==> config.mk <==
export PLATFORM = sky130hd
export DESIGN_NAME = e1_framer_pins
export DESIGN_NICKNAME = d
export VERILOG_FILES = /design/src/hdl/e1_pins_pkg.sv /design/src/hdl/e1_pair_buffer.sv /design/src/hdl/e1_framer_pins.sv
export VERILOG_INCLUDE_DIRS = /design/src /design/src/hdl
export SDC_FILE = /design/constraint.sdc
export NUM_CORES = 1
export LEC_CHECK = 0
export ABC_CLOCK_PERIOD_IN_PS = 3120
export BUFFER_PORTS_ARGS = -buffer_cell sky130_fd_sc_hd__buf_2
export CAP_MARGIN = 20
export CORE_ASPECT_RATIO = 0.7
export CORE_MARGIN = 2
export CORE_UTILIZATION = 62
export DETAILED_ROUTE_END_ITERATION = 6
export PLACE_DENSITY = 0.85
export SETUP_SLACK_MARGIN = 0.05
export SYNTH_ARGS = -nofsm -noshare
export SYNTH_HDL_FRONTEND = slang
export SYNTH_SLANG_ARGS = --single-unit
==> constraint.sdc <==
create_clock -name I_REF_CLK -period 3.12 [get_ports I_REF_CLK]
set_input_delay 0.624 -clock I_REF_CLK [delete_from_list [all_inputs] [get_ports I_REF_CLK]]
set_output_delay 0.624 -clock I_REF_CLK [all_outputs]
set_load 0.02 [all_outputs]
==> src/hdl/e1_pins_cfg.svh <==
// timing and reset constants for the e1 framer-side pin logic
`ifndef E1_PINS_CFG_SVH
`define E1_PINS_CFG_SVH

// reference clock period, ns
`define E1_REF_PERIOD_NS 40
// transmit clock held high this long before all-ones starts, ns
`define E1_ALL_ONES_TIME_NS 10000
// least time rounds up to whole reference cycles
`define E1_ALL_ONES_CYC ((`E1_ALL_ONES_TIME_NS + `E1_REF_PERIOD_NS - 1) / `E1_REF_PERIOD_NS)
// reference cycles without a master timing edge before it counts as absent
`define E1_MCLK_ABSENT_CYC 8'h20
// reset value of a rail pair
`define E1_RAIL_IDLE 2'h0

`endif

==> src/hdl/e1_pins_pkg.sv <==
// types shared by the e1 framer-side pin logic
`default_nettype none

package e1_pins_pkg;

   // one bit time of the two line rails
   typedef struct packed {
      logic pos;
      logic neg;
   } rail_pair_s;

   // every asynchronous input, synchronised as one group
   typedef struct packed {
      logic hw_mode;
      logic slicer_bypass;
      logic single_rail;
      logic ami_sel;
      logic silence;
      logic line_clk;
      logic slice_pos;
      logic slice_neg;
      logic los;
      logic mclk;
      logic tx_clk;
      logic tx_pos;
      logic tx_neg;
   } pin_group_s;

   typedef enum logic {
      TX_NORMAL,
      TX_ALL_ONES
   } tx_state_e;

endpackage

`default_nettype wire

==> src/hdl/e1_pair_buffer.sv <==
// two-entry buffer with valid/ready on both sides
`timescale 1ns/1ps
`default_nettype none

module e1_pair_buffer #(
   parameter int WIDTH = 2,
   parameter int DEPTH = 2
) (
   input wire logic clk,
   input wire logic rst_n,
   input wire logic i_valid,
   output logic o_ready,
   input wire logic [WIDTH-1:0] i_data,
   output logic o_valid,
   input wire logic i_ready,
   output logic [WIDTH-1:0] o_data
);

   localparam int PW = (DEPTH > 1) ? $clog2(DEPTH) : 1;
   localparam logic [PW:0] FULL = (PW + 1)'(DEPTH);

   logic [WIDTH-1:0] mem_r [DEPTH];
   logic [PW-1:0] wr_r;
   logic [PW-1:0] rd_r;
   logic [PW:0] count_r;
   logic push;
   logic pop;

   // full and empty straight from the occupancy count
   assign o_ready = (count_r != FULL);
   assign o_valid = (count_r != '0);
   assign o_data = mem_r[rd_r];
   assign push = i_valid && o_ready;
   assign pop = o_valid && i_ready;

   function automatic logic [PW-1:0] bump(input logic [PW-1:0] p);
      bump = (p == PW'(DEPTH - 1)) ? '0 : p + 1'b1;
   endfunction

   // storage, no reset needed on data
   always_ff @(posedge clk) begin
      if (push) begin
         mem_r[wr_r] <= i_data;
      end
   end

   // pointers and count
   always_ff @(posedge clk) begin
      if (!rst_n) begin
         wr_r <= '0;
         rd_r <= '0;
         count_r <= '0;
      end else begin
         if (push) begin
            wr_r <= bump(wr_r);
         end
         if (pop) begin
            rd_r <= bump(rd_r);
         end
         if (push && !pop) begin
            count_r <= count_r + 1'b1;
         end else if (pop && !push) begin
            count_r <= count_r - 1'b1;
         end
      end
   end

endmodule

`default_nettype wire

==> src/hdl/e1_framer_pins.sv <==
// framer-side digital pin logic of one e1 line channel
`include "e1_pins_cfg.svh"
`timescale 1ns/1ps
`default_nettype none

module e1_framer_pins
   import e1_pins_pkg::*;
(
   input wire logic I_REF_CLK,
   input wire logic I_RST_N,
   input wire logic I_HW_MODE,
   input wire logic I_SLICER_BYPASS,
   input wire logic I_SINGLE_RAIL,
   input wire logic I_AMI_SEL,
   input wire logic I_RECEIVE_SILENCE_CONTROL,
   input wire logic I_LINE_CLK,
   input wire logic I_SLICE_POS,
   input wire logic I_SLICE_NEG,
   input wire logic I_LOS_DETECT,
   input wire logic I_MCLK,
   input wire logic I_TRANSMIT_SAMPLING_CLOCK,
   input wire logic I_TRANSMIT_POSITIVE_RAIL,
   input wire logic I_TRANSMIT_NEGATIVE_RAIL,
   input wire logic I_SHAPER_READY,
   output logic O_RECOVERED_CLOCK_OUT,
   output logic O_RECEIVE_SIGNAL_LOSS_FLAG,
   output logic O_RECEIVE_POSITIVE_RAIL,
   output logic O_RECEIVE_NEGATIVE_RAIL,
   output logic O_TX_LINE_POS,
   output logic O_TX_LINE_NEG,
   output logic O_ALL_ONES_TRANSMIT,
   output logic O_TX_BUF_READY
);

   localparam logic [8:0] ALL_ONES_LIM = 9'(`E1_ALL_ONES_CYC);

   pin_group_s pins_w;
   pin_group_s meta_r;
   pin_group_s sync_r;
   logic line_clk_d_r;
   logic mclk_d_r;
   logic tx_clk_d_r;
   logic rx_edge;
   logic mclk_edge;
   logic tx_edge;
   logic [7:0] mclk_gap_r;
   logic mclk_absent_r;
   logic slice_mode;
   logic mute;
   logic bpv;
   logic last_pos_r;
   logic seen_mark_r;
   logic [8:0] tx_high_cnt_r;
   tx_state_e tx_state_r;
   tx_state_e tx_state_nxt;
   logic tx_mark_pos_r;
   logic ones_pos_r;
   rail_pair_s tx_word;
   rail_pair_s buf_word;
   logic buf_valid;
   logic buf_in_ready;
   logic buf_pop;

   function automatic logic rise(input logic prev, input logic cur);
      rise = cur && !prev;
   endfunction

   assign pins_w = '{hw_mode: I_HW_MODE, slicer_bypass: I_SLICER_BYPASS,
                     single_rail: I_SINGLE_RAIL, ami_sel: I_AMI_SEL,
                     silence: I_RECEIVE_SILENCE_CONTROL, line_clk: I_LINE_CLK,
                     slice_pos: I_SLICE_POS, slice_neg: I_SLICE_NEG,
                     los: I_LOS_DETECT, mclk: I_MCLK,
                     tx_clk: I_TRANSMIT_SAMPLING_CLOCK,
                     tx_pos: I_TRANSMIT_POSITIVE_RAIL,
                     tx_neg: I_TRANSMIT_NEGATIVE_RAIL};

   // two-stage synchroniser; only sync_r is read by logic
   always_ff @(posedge I_REF_CLK) begin
      if (!I_RST_N) begin
         meta_r <= '0;
         sync_r <= '0;
      end else begin
         meta_r <= pins_w;
         sync_r <= meta_r;
      end
   end

   // delayed copies for edge finding on the sampled clocks
   always_ff @(posedge I_REF_CLK) begin
      if (!I_RST_N) begin
         line_clk_d_r <= 1'b0;
         mclk_d_r <= 1'b0;
         tx_clk_d_r <= 1'b0;
      end else begin
         line_clk_d_r <= sync_r.line_clk;
         mclk_d_r <= sync_r.mclk;
         tx_clk_d_r <= sync_r.tx_clk;
      end
   end

   assign rx_edge = rise(line_clk_d_r, sync_r.line_clk);
   assign mclk_edge = rise(mclk_d_r, sync_r.mclk);
   assign tx_edge = rise(tx_clk_d_r, sync_r.tx_clk);

   // master timing watchdog; a stopped clock reads as absent
   always_ff @(posedge I_REF_CLK) begin
      if (!I_RST_N) begin
         mclk_gap_r <= '0;
         mclk_absent_r <= 1'b0;
      end else begin
         if (mclk_edge) begin
            mclk_gap_r <= '0;
         end else if (mclk_gap_r != `E1_MCLK_ABSENT_CYC) begin
            mclk_gap_r <= mclk_gap_r + 1'b1;
         end
         mclk_absent_r <= (mclk_gap_r == `E1_MCLK_ABSENT_CYC);
      end
   end

   assign slice_mode = sync_r.slicer_bypass || (sync_r.hw_mode && mclk_absent_r);
   // silence only in hardware mode, only while loss persists
   assign mute = sync_r.hw_mode && sync_r.silence && sync_r.los;
   // same polarity as the previous mark is a bipolar violation
   assign bpv = seen_mark_r && ((sync_r.slice_pos && !sync_r.slice_neg && last_pos_r) ||
                                (sync_r.slice_neg && !sync_r.slice_pos && !last_pos_r));

   // recovered clock pin and loss flag
   always_ff @(posedge I_REF_CLK) begin
      if (!I_RST_N) begin
         O_RECOVERED_CLOCK_OUT <= 1'b0;
         O_RECEIVE_SIGNAL_LOSS_FLAG <= 1'b0;
      end else begin
         if (slice_mode) begin
            O_RECOVERED_CLOCK_OUT <= sync_r.slice_pos | sync_r.slice_neg;
         end else begin
            O_RECOVERED_CLOCK_OUT <= sync_r.line_clk;
         end
         O_RECEIVE_SIGNAL_LOSS_FLAG <= sync_r.los;
      end
   end

   // polarity memory for violation checks
   always_ff @(posedge I_REF_CLK) begin
      if (!I_RST_N) begin
         last_pos_r <= 1'b0;
         seen_mark_r <= 1'b0;
      end else if (rx_edge && (sync_r.slice_pos ^ sync_r.slice_neg)) begin
         last_pos_r <= sync_r.slice_pos;
         seen_mark_r <= 1'b1;
      end
   end

   // receive rails, updated once per line clock period
   always_ff @(posedge I_REF_CLK) begin
      if (!I_RST_N) begin
         O_RECEIVE_POSITIVE_RAIL <= 1'b0;
         O_RECEIVE_NEGATIVE_RAIL <= 1'b0;
      end else if (mute) begin
         O_RECEIVE_POSITIVE_RAIL <= 1'b0;
         O_RECEIVE_NEGATIVE_RAIL <= 1'b0;
      end else if (rx_edge) begin
         if (sync_r.single_rail) begin
            O_RECEIVE_POSITIVE_RAIL <= sync_r.slice_pos | sync_r.slice_neg;
            // flag stands until the next edge: exactly one period
            O_RECEIVE_NEGATIVE_RAIL <= sync_r.ami_sel && bpv;
         end else begin
            O_RECEIVE_POSITIVE_RAIL <= sync_r.slice_pos;
            O_RECEIVE_NEGATIVE_RAIL <= sync_r.slice_neg;
         end
      end
   end

   // time how long the transmit clock has stayed high
   always_ff @(posedge I_REF_CLK) begin
      if (!I_RST_N) begin
         tx_high_cnt_r <= '0;
      end else if (!sync_r.tx_clk) begin
         tx_high_cnt_r <= '0;
      end else if (tx_high_cnt_r <= ALL_ONES_LIM) begin
         tx_high_cnt_r <= tx_high_cnt_r + 1'b1;
      end
   end

   // all-ones entry and exit
   always_comb begin
      tx_state_nxt = tx_state_r;
      case (tx_state_r)
         TX_NORMAL: begin
            if (sync_r.hw_mode && sync_r.tx_clk && tx_high_cnt_r > ALL_ONES_LIM) begin
               tx_state_nxt = TX_ALL_ONES;
            end
         end
         TX_ALL_ONES: begin
            if (!sync_r.tx_clk || !sync_r.hw_mode) begin
               tx_state_nxt = TX_NORMAL;
            end
         end
         default: begin
            tx_state_nxt = TX_NORMAL;
         end
      endcase
   end

   always_ff @(posedge I_REF_CLK) begin
      if (!I_RST_N) begin
         tx_state_r <= TX_NORMAL;
         O_ALL_ONES_TRANSMIT <= 1'b0;
      end else begin
         tx_state_r <= tx_state_nxt;
         O_ALL_ONES_TRANSMIT <= (tx_state_nxt == TX_ALL_ONES);
      end
   end

   // single rail ignores the negative input and encodes ami marks
   always_comb begin
      if (sync_r.single_rail) begin
         tx_word.pos = sync_r.tx_pos && tx_mark_pos_r;
         tx_word.neg = sync_r.tx_pos && !tx_mark_pos_r;
      end else begin
         tx_word.pos = sync_r.tx_pos;
         tx_word.neg = sync_r.tx_neg;
      end
   end

   // alternate mark polarity per accepted one; only a real push may flip it
   always_ff @(posedge I_REF_CLK) begin
      if (!I_RST_N) begin
         tx_mark_pos_r <= 1'b1;
      end else if (tx_edge && buf_in_ready && (tx_state_r == TX_NORMAL) &&
                   sync_r.single_rail && sync_r.tx_pos) begin
         tx_mark_pos_r <= !tx_mark_pos_r;
      end
   end

   // drain at master timing rate; shaper stall backs up the buffer
   assign buf_pop = mclk_edge && I_SHAPER_READY && (tx_state_r == TX_NORMAL);

   e1_pair_buffer #(
      .WIDTH($bits(rail_pair_s)),
      .DEPTH(2)
   ) u_tx_buf (
      .clk(I_REF_CLK),
      .rst_n(I_RST_N),
      .i_valid(tx_edge && (tx_state_r == TX_NORMAL)),
      .o_ready(buf_in_ready),
      .i_data(tx_word),
      .o_valid(buf_valid),
      .i_ready(buf_pop),
      .o_data(buf_word)
   );

   // line-side marks, held for one master timing period, longer while I_SHAPER_READY is low outside all-ones
   always_ff @(posedge I_REF_CLK) begin
      if (!I_RST_N) begin
         {O_TX_LINE_POS, O_TX_LINE_NEG} <= `E1_RAIL_IDLE;
         ones_pos_r <= 1'b1;
         O_TX_BUF_READY <= 1'b0;
      end else begin
         O_TX_BUF_READY <= buf_in_ready;
         if (mclk_edge) begin
            if (tx_state_r == TX_ALL_ONES) begin
               O_TX_LINE_POS <= ones_pos_r;
               O_TX_LINE_NEG <= !ones_pos_r;
               ones_pos_r <= !ones_pos_r;
            end else if (buf_pop && buf_valid) begin
               {O_TX_LINE_POS, O_TX_LINE_NEG} <= buf_word;
            end else if (I_SHAPER_READY) begin
               {O_TX_LINE_POS, O_TX_LINE_NEG} <= `E1_RAIL_IDLE;
            end
         end
      end
   end

   AST_RCLK_SLICE: assert property (@(posedge I_REF_CLK) disable iff (!I_RST_N)
      slice_mode |=> O_RECOVERED_CLOCK_OUT == $past(sync_r.slice_pos | sync_r.slice_neg))
      else $error("clock pin not carrying sliced pulses");
   AST_LOS_RISE: assert property (@(posedge I_REF_CLK) disable iff (!I_RST_N)
      $rose(sync_r.los) |=> O_RECEIVE_SIGNAL_LOSS_FLAG)
      else $error("loss flag late");
   AST_DUAL_POS: assert property (@(posedge I_REF_CLK) disable iff (!I_RST_N)
      rx_edge && !sync_r.single_rail && !mute |=> O_RECEIVE_POSITIVE_RAIL == $past(sync_r.slice_pos))
      else $error("positive rail wrong in dual rail");
   AST_SINGLE_NRZ: assert property (@(posedge I_REF_CLK) disable iff (!I_RST_N)
      rx_edge && sync_r.single_rail && !mute
      |=> O_RECEIVE_POSITIVE_RAIL == $past(sync_r.slice_pos | sync_r.slice_neg))
      else $error("nrz data wrong in single rail");
   AST_DUAL_NEG: assert property (@(posedge I_REF_CLK) disable iff (!I_RST_N)
      rx_edge && !sync_r.single_rail && !mute |=> O_RECEIVE_NEGATIVE_RAIL == $past(sync_r.slice_neg))
      else $error("negative rail wrong in dual rail");
   AST_CV_ON_EDGE: assert property (@(posedge I_REF_CLK) disable iff (!I_RST_N)
      $rose(O_RECEIVE_NEGATIVE_RAIL) |-> $past(rx_edge))
      else $error("negative pin changed between receive edges");
   AST_CV_AMI: assert property (@(posedge I_REF_CLK) disable iff (!I_RST_N)
      rx_edge && sync_r.single_rail && sync_r.ami_sel && !mute && bpv |=> O_RECEIVE_NEGATIVE_RAIL)
      else $error("bipolar violation not flagged");
   AST_MUTE: assert property (@(posedge I_REF_CLK) disable iff (!I_RST_N)
      mute |=> !O_RECEIVE_POSITIVE_RAIL && !O_RECEIVE_NEGATIVE_RAIL)
      else $error("rails not silenced during loss");
   AST_NO_MUTE: assert property (@(posedge I_REF_CLK) disable iff (!I_RST_N)
      rx_edge && sync_r.los && !sync_r.silence && !sync_r.single_rail
      |=> O_RECEIVE_POSITIVE_RAIL == $past(sync_r.slice_pos))
      else $error("rails suppressed with silence off");
   AST_ALL_ONES: assert property (@(posedge I_REF_CLK) disable iff (!I_RST_N)
      sync_r.hw_mode && sync_r.tx_clk && tx_high_cnt_r > ALL_ONES_LIM |=> O_ALL_ONES_TRANSMIT)
      else $error("all-ones not entered");

endmodule

`default_nettype wire

* Word-level counts from Yosys, hierarchy flattened *
Memory sizes are Yosys's and may differ from the RTL's. A register that Yosys moved wholly into a read port is not among the register bits.
Index checks and enable logic that the tools add are counted.

storage, ports and cells
  bits in registers = 63
  RAM bits = 4
  output and inout port bits = 8
  word-level logic and storage cells = 134
  memories = 1

memories
  memory          words  width  rd ports  clocked after Yosys merged registers in  wr ports  line                  source
  u_tx_buf.mem_r  2      2      1         1                                        1         e1_pair_buffer.sv:22  logic [WIDTH-1:0] mem_r [DEPTH];

operators by class
  add/sub/neg operators = 6
  order comparisons = 2
  equality and inequality tests = 3
  muxes and demuxes = 20
  bitwise logic cells = 4
  reductions and logical operators = 51

operators by type and width
  kind                                                            count
  logical AND 1 bit                                               28
  2-to-1 mux 1 bit                                                16
  zero test 1 bit                                                 12
  adder 9 x 1 -> 9 bit, second input constant                     1
  greater-than comparator 9 x 8 -> 1 bit, second input constant   1
  less-or-equal comparator 9 x 8 -> 1 bit, second input constant  1
  adder 8 x 1 -> 8 bit, second input constant                     1
  == test 8 x 6 -> 1 bit, second input constant                   1
  != test 8 x 6 -> 1 bit, second input constant                   1
  2-to-1 mux 2 bit                                                3
  AND reduction 2 bit                                             3
  nonzero test 2 bit                                              2
  OR reduction 2 bit                                              2
  logical OR 1 bit                                                3
  nonzero test 3 bit                                              1
  adder 1 bit, second input constant                              2
  adder 2 x 1 -> 2 bit, second input constant                     1
  != test 2 bit, second input constant                            1
  inverter 1 bit                                                  2
  one-hot mux 1 bit (2 select lines)                              1
  subtractor 2 x 1 -> 2 bit, second input constant                1
  OR 1 bit                                                        1
  bitwise XOR 1 bit                                               1

* Longest topological paths before layout *
Gate-level depths: netlist of run 1.

  word-level depth = 8
  mapped depth = 7

* Cells and area by module *
Synthesis of run 1 repeated with hierarchy kept, for this count alone.

unflattened totals
  cells, all modules = 248
  area total of the unflattened synthesis = 2591.2 um2

by module, submodules not included
  module          times used  cells an instance  area an instance (um2)  seq. area each (um2)
  e1_framer_pins  1           218                2213.4                  1181.1
  e1_pair_buffer  1           30                 377.9                   220.2

* Worst setup path before layout of run 1 *
Ideal clock, no wire load.

  kind = input port to flip-flop
  start point = in I_SHAPER_READY
  end point = reg u_tx_buf.count_r[1]
  arrival = 1.729 ns
  data required time = 3.050 ns
  setup slack = 1.321 ns
  cell stages on the path = 5
  path buffers = 0
  cells stage by stage = nor2b_2 > o211ai_2 > ha_1 > or3_1 > a21boi_1

between the ends
  longest elaborated chain between the ends = 6
  elaborated cells on any way between the ends = 8
  classes of those cells = 1 x mux; 7 x reduce/logical

ends and longest elaborated chain
  what                                                    line                   source
  start: declaration                                      e1_framer_pins.sv:24   input wire logic I_SHAPER_READY,
  logical AND 1 bit (*) (2 in series)                     e1_framer_pins.sv:236  assign buf_pop = mclk_edge && I_SHAPER_READY && (tx_state_r == TX_NORMAL);
  logical AND 1 bit (*)                                   e1_pair_buffer.sv:34   assign pop = o_valid && i_ready;
  zero test 1 bit                                         e1_pair_buffer.sv:60   if (push && !pop) begin
  logical AND 1 bit                                       e1_pair_buffer.sv:60
  2-to-1 mux 2 bit or nonzero test 2 bit (tied branches)  -
  end signal: assignment                                  e1_pair_buffer.sv:61   count_r <= count_r + 1'b1;
  end signal: assignment                                  e1_pair_buffer.sv:63   count_r <= count_r - 1'b1;
  end: declaration                                        e1_pair_buffer.sv:25   logic [PW:0] count_r;

Mark *: on every way between the ends. The rest lies on a longest branch, timed or not.
A chain may end at the register's enable or synchronous reset.

* Worst setup path after layout of run 1 *
  start point = reg u_tx_buf.count_r[0]
  end point = reg u_tx_buf.count_r[1]

between the ends
  longest elaborated chain between the ends = 5
  elaborated cells on any way between the ends = 13
  classes of those cells = 2 x add/sub; 1 x eq/ne; 2 x mux; 8 x reduce/logical

ends and longest elaborated chain
  what                          line                  source
  != test 2 bit (*)             e1_pair_buffer.sv:30  assign o_ready = (count_r != FULL);
  logical AND 1 bit (*)         e1_pair_buffer.sv:33  assign push = i_valid && o_ready;
  via u_tx_buf.push             e1_pair_buffer.sv:26  logic push;
  zero test 1 bit               e1_pair_buffer.sv:62  end else if (pop && !push) begin
  logical AND 1 bit             e1_pair_buffer.sv:62
  nonzero test 2 bit (no line)  -

The timed path passes the listed nets; every way through them passes the cells marked *. The select of a mux whose other input is x is not followed.

==> results of run 1 <==
==> worst max-delay path: stages, from the launching register on <==
cell and delay (ps):
dfxtp_1 410, nand2b_1 150, nand3_1 170, inv_2 110, ha_1 260, or3_1 380, a21boi_1 130
==> flip-flops by register name, summed over array words and instances, names as in the netlist, 2 cells and up, named ones only <==
register          count
mclk_gap_r            8
u_tx_buf.mem_r        4
meta_r               13
tx_high_cnt_r         9
u_tx_buf.count_r      2
sync_r               13
==> power groups by stage <==
stage / registers [uW] / logic [uW] / clock network [uW]
after floorplan: 940 / 54.4 / 0
after global placement: 939 / 78.0 / 0
after detailed placement: 939 / 80.4 / 0
after CTS: 920 / 81.6 / 748
after global routing: 923 / 91.9 / 784
final: 920 / 80.2 / 725
==> layer usage <==
| layer | up-vias | wire length, microns |
|---|---|---|
| met1 | 789 | 2015 |
| met4 | 0 | 38 |
| met3 | 4 | 236 |
| li1 | 897 | - |
| met5 | - | 0 |
| met2 | 43 | 1854 |
==> how the worst max path moves through the flow <==
stage | cells past startpoint | endpoint | slack (ps)
floorplan | 5 | u_tx_buf.count_r[1] | 1320
global placement | 6 | u_tx_buf.count_r[1] | 1180
detailed placement | 6 | u_tx_buf.count_r[1] | 1130
CTS | 6 | u_tx_buf.count_r[1] | 1430
global route | 6 | u_tx_buf.count_r[1] | 1270
finish | 6 | u_tx_buf.count_r[1] | 1430
==> cell usage after synthesis (2+ instances only) <==
cell type,count
dfxtp_1,64
and2_1,36
nor2_1,20
nand2_1,12
inv_1,9
ha_1,8
a21oi_1,7
nand3_1,7
xnor2_1,7
nor2b_1,6
o21ai_0,6
clkbuf_1,5
mux2i_1,5
nor3_1,5
xor2_1,5
a31oi_1,4
edfxtp_1,4
and3_1,3
a21boi_0,2
a21o_1,2
a21oi_2,2
and2b_1,2
inv_2,2
nand2b_1,2
nand4_1,2
o211a_1,2
o221ai_1,2
==> logic make-up (layout without fill, tap and decap cells) <==
logic type / count (synthesis) / count (layout) / share of synthesized area [%]
AO/OA/AOI/OAI: 35 / 35 / 9.671
flip-flops: 68 / 68 / 54.16
adder cells (fa/ha/maj): 8 / 8 / 3.869
AND/OR/NAND/NOR: 105 / 105 / 23.11
buffers and inverters: 17 / 49 / 2.756
XOR/XNOR: 12 / 12 / 4.062
multiplexers: 6 / 6 / 2.369
==> through the flow <==
step / utilization (%) / worst slack [ps] / hold slack, ps / cell area (sq um)
6_report: 74.19 / 1432 / 429.8 / 2945
5_1_grt: 74.19 / 1272 / 444.1 / 2945
4_1_cts: 74.19 / 1427 / 434.6 / 2945
3_5_place_dp: 69.15 / 1132 / 417.7 / 2745
3_3_place_gp: 69.15 / 1184 / 413.4 / 2745
2_1_floorplan: - / 1321 / 411.9 / 2587
==> area by class of cell <==
cell class              count  area (sq um)
well taps                  52         65.06
multi-input cells         166          1115
flip-flops and latches     68          1401
repair buffers             24         122.6
clock inverters             1         30.03
inverters                  11         41.29
clock buffers              13         170.2
fillers                   286          1025
==> summary.md, run 1 <==
| Metric | Value |
|---|---|
| Via-to-Cell Ratio | 5.173 |
| Core Rows | 19 |
| Area Growth Syn to Fin | 13.83% |
| Clock sinks | 68 |
| Seq pwr share | 53.3% |
| Yosys top cell area share | roughly 50% |
| Worst-case reg-to-reg path depth | 6 |
| Root buf cell | clkbuf_8 |
| Crit path kind | flop to flop |
| CP Capture Type | flop |
| Slew margin rel. | 73.11% |
| RSZ-0062 raised after global routing | no |
| M2 GR Usage | a little under a third |
| Reg-to-reg startpoint | u_tx_buf.count_r[0] |
| Vias in the first global route | 1,654 |
| Net Count, Synth | 275 |
| Die X | 81.22 microns |
| Period utilization | 54.11% |
| Pins over their slew limit | 0 |
| Comb power frac | 4.6% |
| Post-DP HPWL | about 2800 microns |
| Met1 usage | 24.70% |
| Hold-fix buffers at CTS | 0 |
| Worst vdd ir | approximately 0.0005 V |
| Register area share after synthesis | 54.16% |
| Dpl cells | 321 |
| Worst Hold Class | flop to flop |
| Yosys top cell by area | dfxtp_1 |
| Post-CTS Setup Bufs | 0 |
| Setup TNS | 0 ps |
| Arr. time, crit path | between 1500 and 2000 ps |
| Maxcap violations | 0 |
| Unique masters post-synth | 47 |
| Initial Utilization | 65.17% |
| Internal | 1375 uW |
| Net count, final | 304 |
| Leakage | ~0.0012 uW |
| Synth top area cells | dfxtp_1 50%, and2_1 8.7%, edfxtp_1 4.6%, ha_1 3.9%, nor2_1 2.9% |
| Layout cells sized above 1 | 17.31% |
| Worst-Skew Late Latency | 330 ps |
| CP required | 3380 ps |
| Hold Path Origin | meta_r[11] |
| Grt ovf | 0 |
| Ys async rst share | 0% |
| Switching share of power | about a fifth |
| M3 GR Usage | 8.567% |
| Tmin final | 1688 ps |
| Finished Layout Cells | 335 |
| Final GP Congestion | approximately 0.80 |
| Htree depth | 3 |
| Global route hottest layer | met2 |
| GR Util All Layers | 20.25% |
| Via count | approximately 1,700 |
| Clock power frac | 42.0% |
| Post-synthesis cell area | 2587 sq um |
| Drt initial violations | 73 |
| R2R Setup Slk | 1430 ps |
| CP Max Fanout | 4 |
| Type of origin of the critical path | flop |
| Final hold violation count | 0 |
| Die extent in y | 58.05 microns |
| Post-CTS Resized | 0 |
| First drt pass iteration count | 4 |
| PD cells | ~600 nW/um^2 |
| Avg Synthesized Cell Area | between 10 and 15 sq um |
| Flop and latch count out of synthesis | 68 |
| Most common cell after layout, fill and taps aside | dfxtp_1 |
| Post-synth EDFFs | 4 |
| I/O pin cnt | 24 |
| First-pass GRT wire length | 7051 microns |
| Worst Setup SP | u_tx_buf.count_r[0] |
| Fmax achieved | 592.3 MHz |
| Reg clk slew, reported paths | approximately 70 ps |
| Pwr Total | 1725 uW |
| Gate Count Post-Synth | 251 |
| # setup viols final | 0 |
| Core area | 3970 sq um |
| Reg2reg end | u_tx_buf.count_r[1] |
| Antenna Cells | 0 |
| Status | complete, no violations |
| Clk_skew | 5.468 ps |
| Average wire per standard cell | 12.37 microns |
| Most frequent cells in the layout | 64 x dfxtp_1, 36 x and2_1, 23 x buf_2 |
| Largest net degree at the start of global routing | 34 |
| Die ar. | 4715 sq um |
| Num CTS Buffers | 9 |
| CTS tree | yes |
| Post-route ant nets | 0 |
| NetSw | 350.2 uW |
| Drc violations | 0 |
| Slew at the pin with the worst max-slew slack | 402.5 ps |
| Yosys Warn Count | 0 |
| Hold Path Depth | 1 |
| Initial antenna violation count | 0 |
| Worst Hold End | sync_r[11] |
| I/O Buffers | 23 |
| Primary FF master, synth | dfxtp_1 |
| Drt total wl | 4145 microns |
| CTS max path bufs | 2 |
(Power assumes the default switching activity.)
==> run 2, diff against run 1 <==
Settings changed: ABC_CLOCK_PERIOD_IN_PS 3120 to 1760, CORE_UTILIZATION 62 to 57, PLACE_DENSITY 0.85 to 0.79.
Clock period 3.12 ns to 1.76 ns, I/O delays scaled along.
==> run 2 against run 1 <==
Sequential share of layout area down 1.6 points. Cell count up 2.1%. Register-to-register slack worse by 1300 ps. Flip-flop and latch count unchanged. Core utilization down 4.1 points. Count of clock-buffer cells in the layout down 4. Critical path type unchanged. Critical path depth unchanged. Highest routed layer unchanged. Clock power up 150%.
==> summary.md, run 2 (synthesis results as in run 1) <==
| Metric | Value |
|---|---|
| CP Capture Type | flop |
| Clock sinks | 68 (unchanged) |
| Largest net degree at the start of global routing | 38 (+12%) |
| Worst-Skew Late Latency | 340 ps (about the same) |
| Drt total wl | 4248 microns (+2.5%) |
| Hold-fix buffers at CTS | 0 (unchanged) |
| Layout cells sized above 1 | 19.86% (+2.5 points) |
| Fmax achieved | 627.3 MHz (+5.9%) |
| CP peak stage delay | 380 ps (-30 ps) |
| Finished Layout Cells | 342 (+2.1%) |
| Via-to-Cell Ratio | 5.129 (-0.86%) |
| Initial Utilization | 59.43% (-5.7 points) |
| I/O pin cnt | 24 (unchanged) |
| Slew margin rel. | 74.63% (+1.5 points) |
| Setup TNS | 0 ps (unchanged) |
| I/O Buffers | 23 (unchanged) |
| Num CTS Buffers | 9 (unchanged) |
| Reg clk slew, reported paths | 70 ps (about the same) |
| GR Util All Layers | 18.87% (-1.4 points) |
| Die ar. | 5103 sq um (+8.2%) |
| Htree depth | 3 (unchanged) |
| Area Growth Syn to Fin | 17.99% |
| First-pass GRT wire length | 7231 microns (+2.6%) |
| Crit path kind | flop to flop |
| Vias in the first global route | 1,598 (-3.4%) |
| Die extent in y | 60.37 microns (+4.0%) |
| Max stage delay cell, worst path | or3_1 |
| CP Max Fanout | 4 (unchanged) |
| Drt initial violations | 73 (unchanged) |
| CP required | 2040 ps (-1340 ps) |
| Tmin final | 1594 ps (-94.20 ps) |
| Worst Hold Class | input pin to flop |
| Grt ovf | 0 (unchanged) |
| Worst vdd ir | 0.0007507 V (+54%) |
| Post-route ant nets | 0 (unchanged) |
| Initial antenna violation count | 0 (unchanged) |
| CTS tree | yes |
| Met3 WL | 225 microns (-4.7%) |
| Die X | 84.53 microns (+4.1%) |
| Core Rows | 20 (+1) |
| CTS max path bufs | 2 (unchanged) |
| Pins over their slew limit | 0 (unchanged) |
| Average wire per standard cell | 12.42 microns (+0.39%) |
| Post-CTS Resized | 0 (unchanged) |
| # setup viols final | 0 (unchanged) |
| Most common cell after layout, fill and taps aside | dfxtp_1 |
| Post-DP HPWL | 3012 microns (+6.5%) |
| Status | complete, no violations |
| Via count | 1,754 (+1.2%) |
| Metal1 wirelength | 2138 microns (+6.1%) |
| Type of origin of the critical path | flop |
| Net count, final | 306 (+0.66%) |
| Met2 WL | 1819 microns (-1.9%) |
| Leakage | 0.001285 uW (+3.9%) |
| Period utilization | 90.57% (+36 points) |
| RSZ-0062 raised after global routing | no |
| Arr. time, crit path | 1870 ps (-80 ps) |
| Root buf cell | clkbuf_8 |
| PD cells | 1171 nW/um^2 (+100%) |
| Final hold violation count | 0 (unchanged) |
| Buf/Inv on CP | 1 (unchanged) |
| Slew at the pin with the worst max-slew slack | 379.8 ps (-22.73 ps) |
| Drc violations | 0 (unchanged) |
| Core area | 4354 sq um (+9.7%) |
| Pwr Total | 3574 uW (+110%) |
| CP delay by family, top | simple AND/OR/NAND/NOR gates |
| Top sig layer | met4 |
| Dpl cells | 326 (+1.6%) |
| Clk_skew | 5.960 ps (+0.4925 ps) |
| Most frequent cells in the layout | 62 x dfxtp_1, 36 x and2_1, 23 x buf_2 |
| Antenna Cells | 0 (unchanged) |
| Final GP Congestion | 0.8494 (+6.6%) |
| First drt pass iteration count | 5 (+1) |
| Maxcap violations | 0 (unchanged) |
| Worst path cell trace | nand2b_1 > nand3_1 > inv_2 > ha_1 > or3_1 > a21boi_1 |
| Post-CTS Setup Bufs | 0 (unchanged) |
| Regs by FF count | meta_r x13, sync_r x13, tx_high_cnt_r x9 |
[run 2: area by class of cell]
type	count	area, sq um
sequential	68	1404
fill	345	1301
multi-input combinational	166	1115
clock inverter	7	162.7
timing repair buffer	26	137.6
clock buffer	9	123.9
tap	55	68.82
inverter	11	41.29
[run 2: through the flow]
step           hold slack (ps)  util [%]  worst slack [ps]  instance area (sq um)
2_1_floorplan            411.9         -             107.8                   2587
3_3_place_gp             414.2     63.48             140.8                   2764
3_5_place_dp             416.9     63.48             73.77                   2764
4_1_cts                  202.9     70.06             144.7                   3050
5_1_grt                  205.0     70.11             83.75                   3053
6_report                 212.6     70.11             165.9                   3053
[run 2: worst paths after layout]
kind                       startpoint                  end  slack (ps)  depth (start not counted)
hold reg to reg             meta_r[6]            sync_r[6]         430                          1
setup / recovery  u_tx_buf.count_r[0]  u_tx_buf.count_r[1]         170                          6
setup reg to reg  u_tx_buf.count_r[0]  u_tx_buf.count_r[1]         170                          6
hold / removal        I_SLICER_BYPASS           meta_r[11]         210                          2
[run 2: per-layer routing]
metal  vias to the layer above  track usage, %
met3                         6           8.844
met5                         -               0
met4                         0           6.122
met2                        30           28.01
met1                       809           24.85
li1                        909               -
[run 2: report_power, final]
| group | internal (uW) | leakage, uW | switching [uW] |
|---|---|---|---|
| clock network | 1220 | 0.000139 | 573 |
| registers | 1600 | 0.000563 | 28.3 |
| logic | 70.3 | 0.000582 | 75.3 |
| total | 2900 | 0.00128 | 677 |
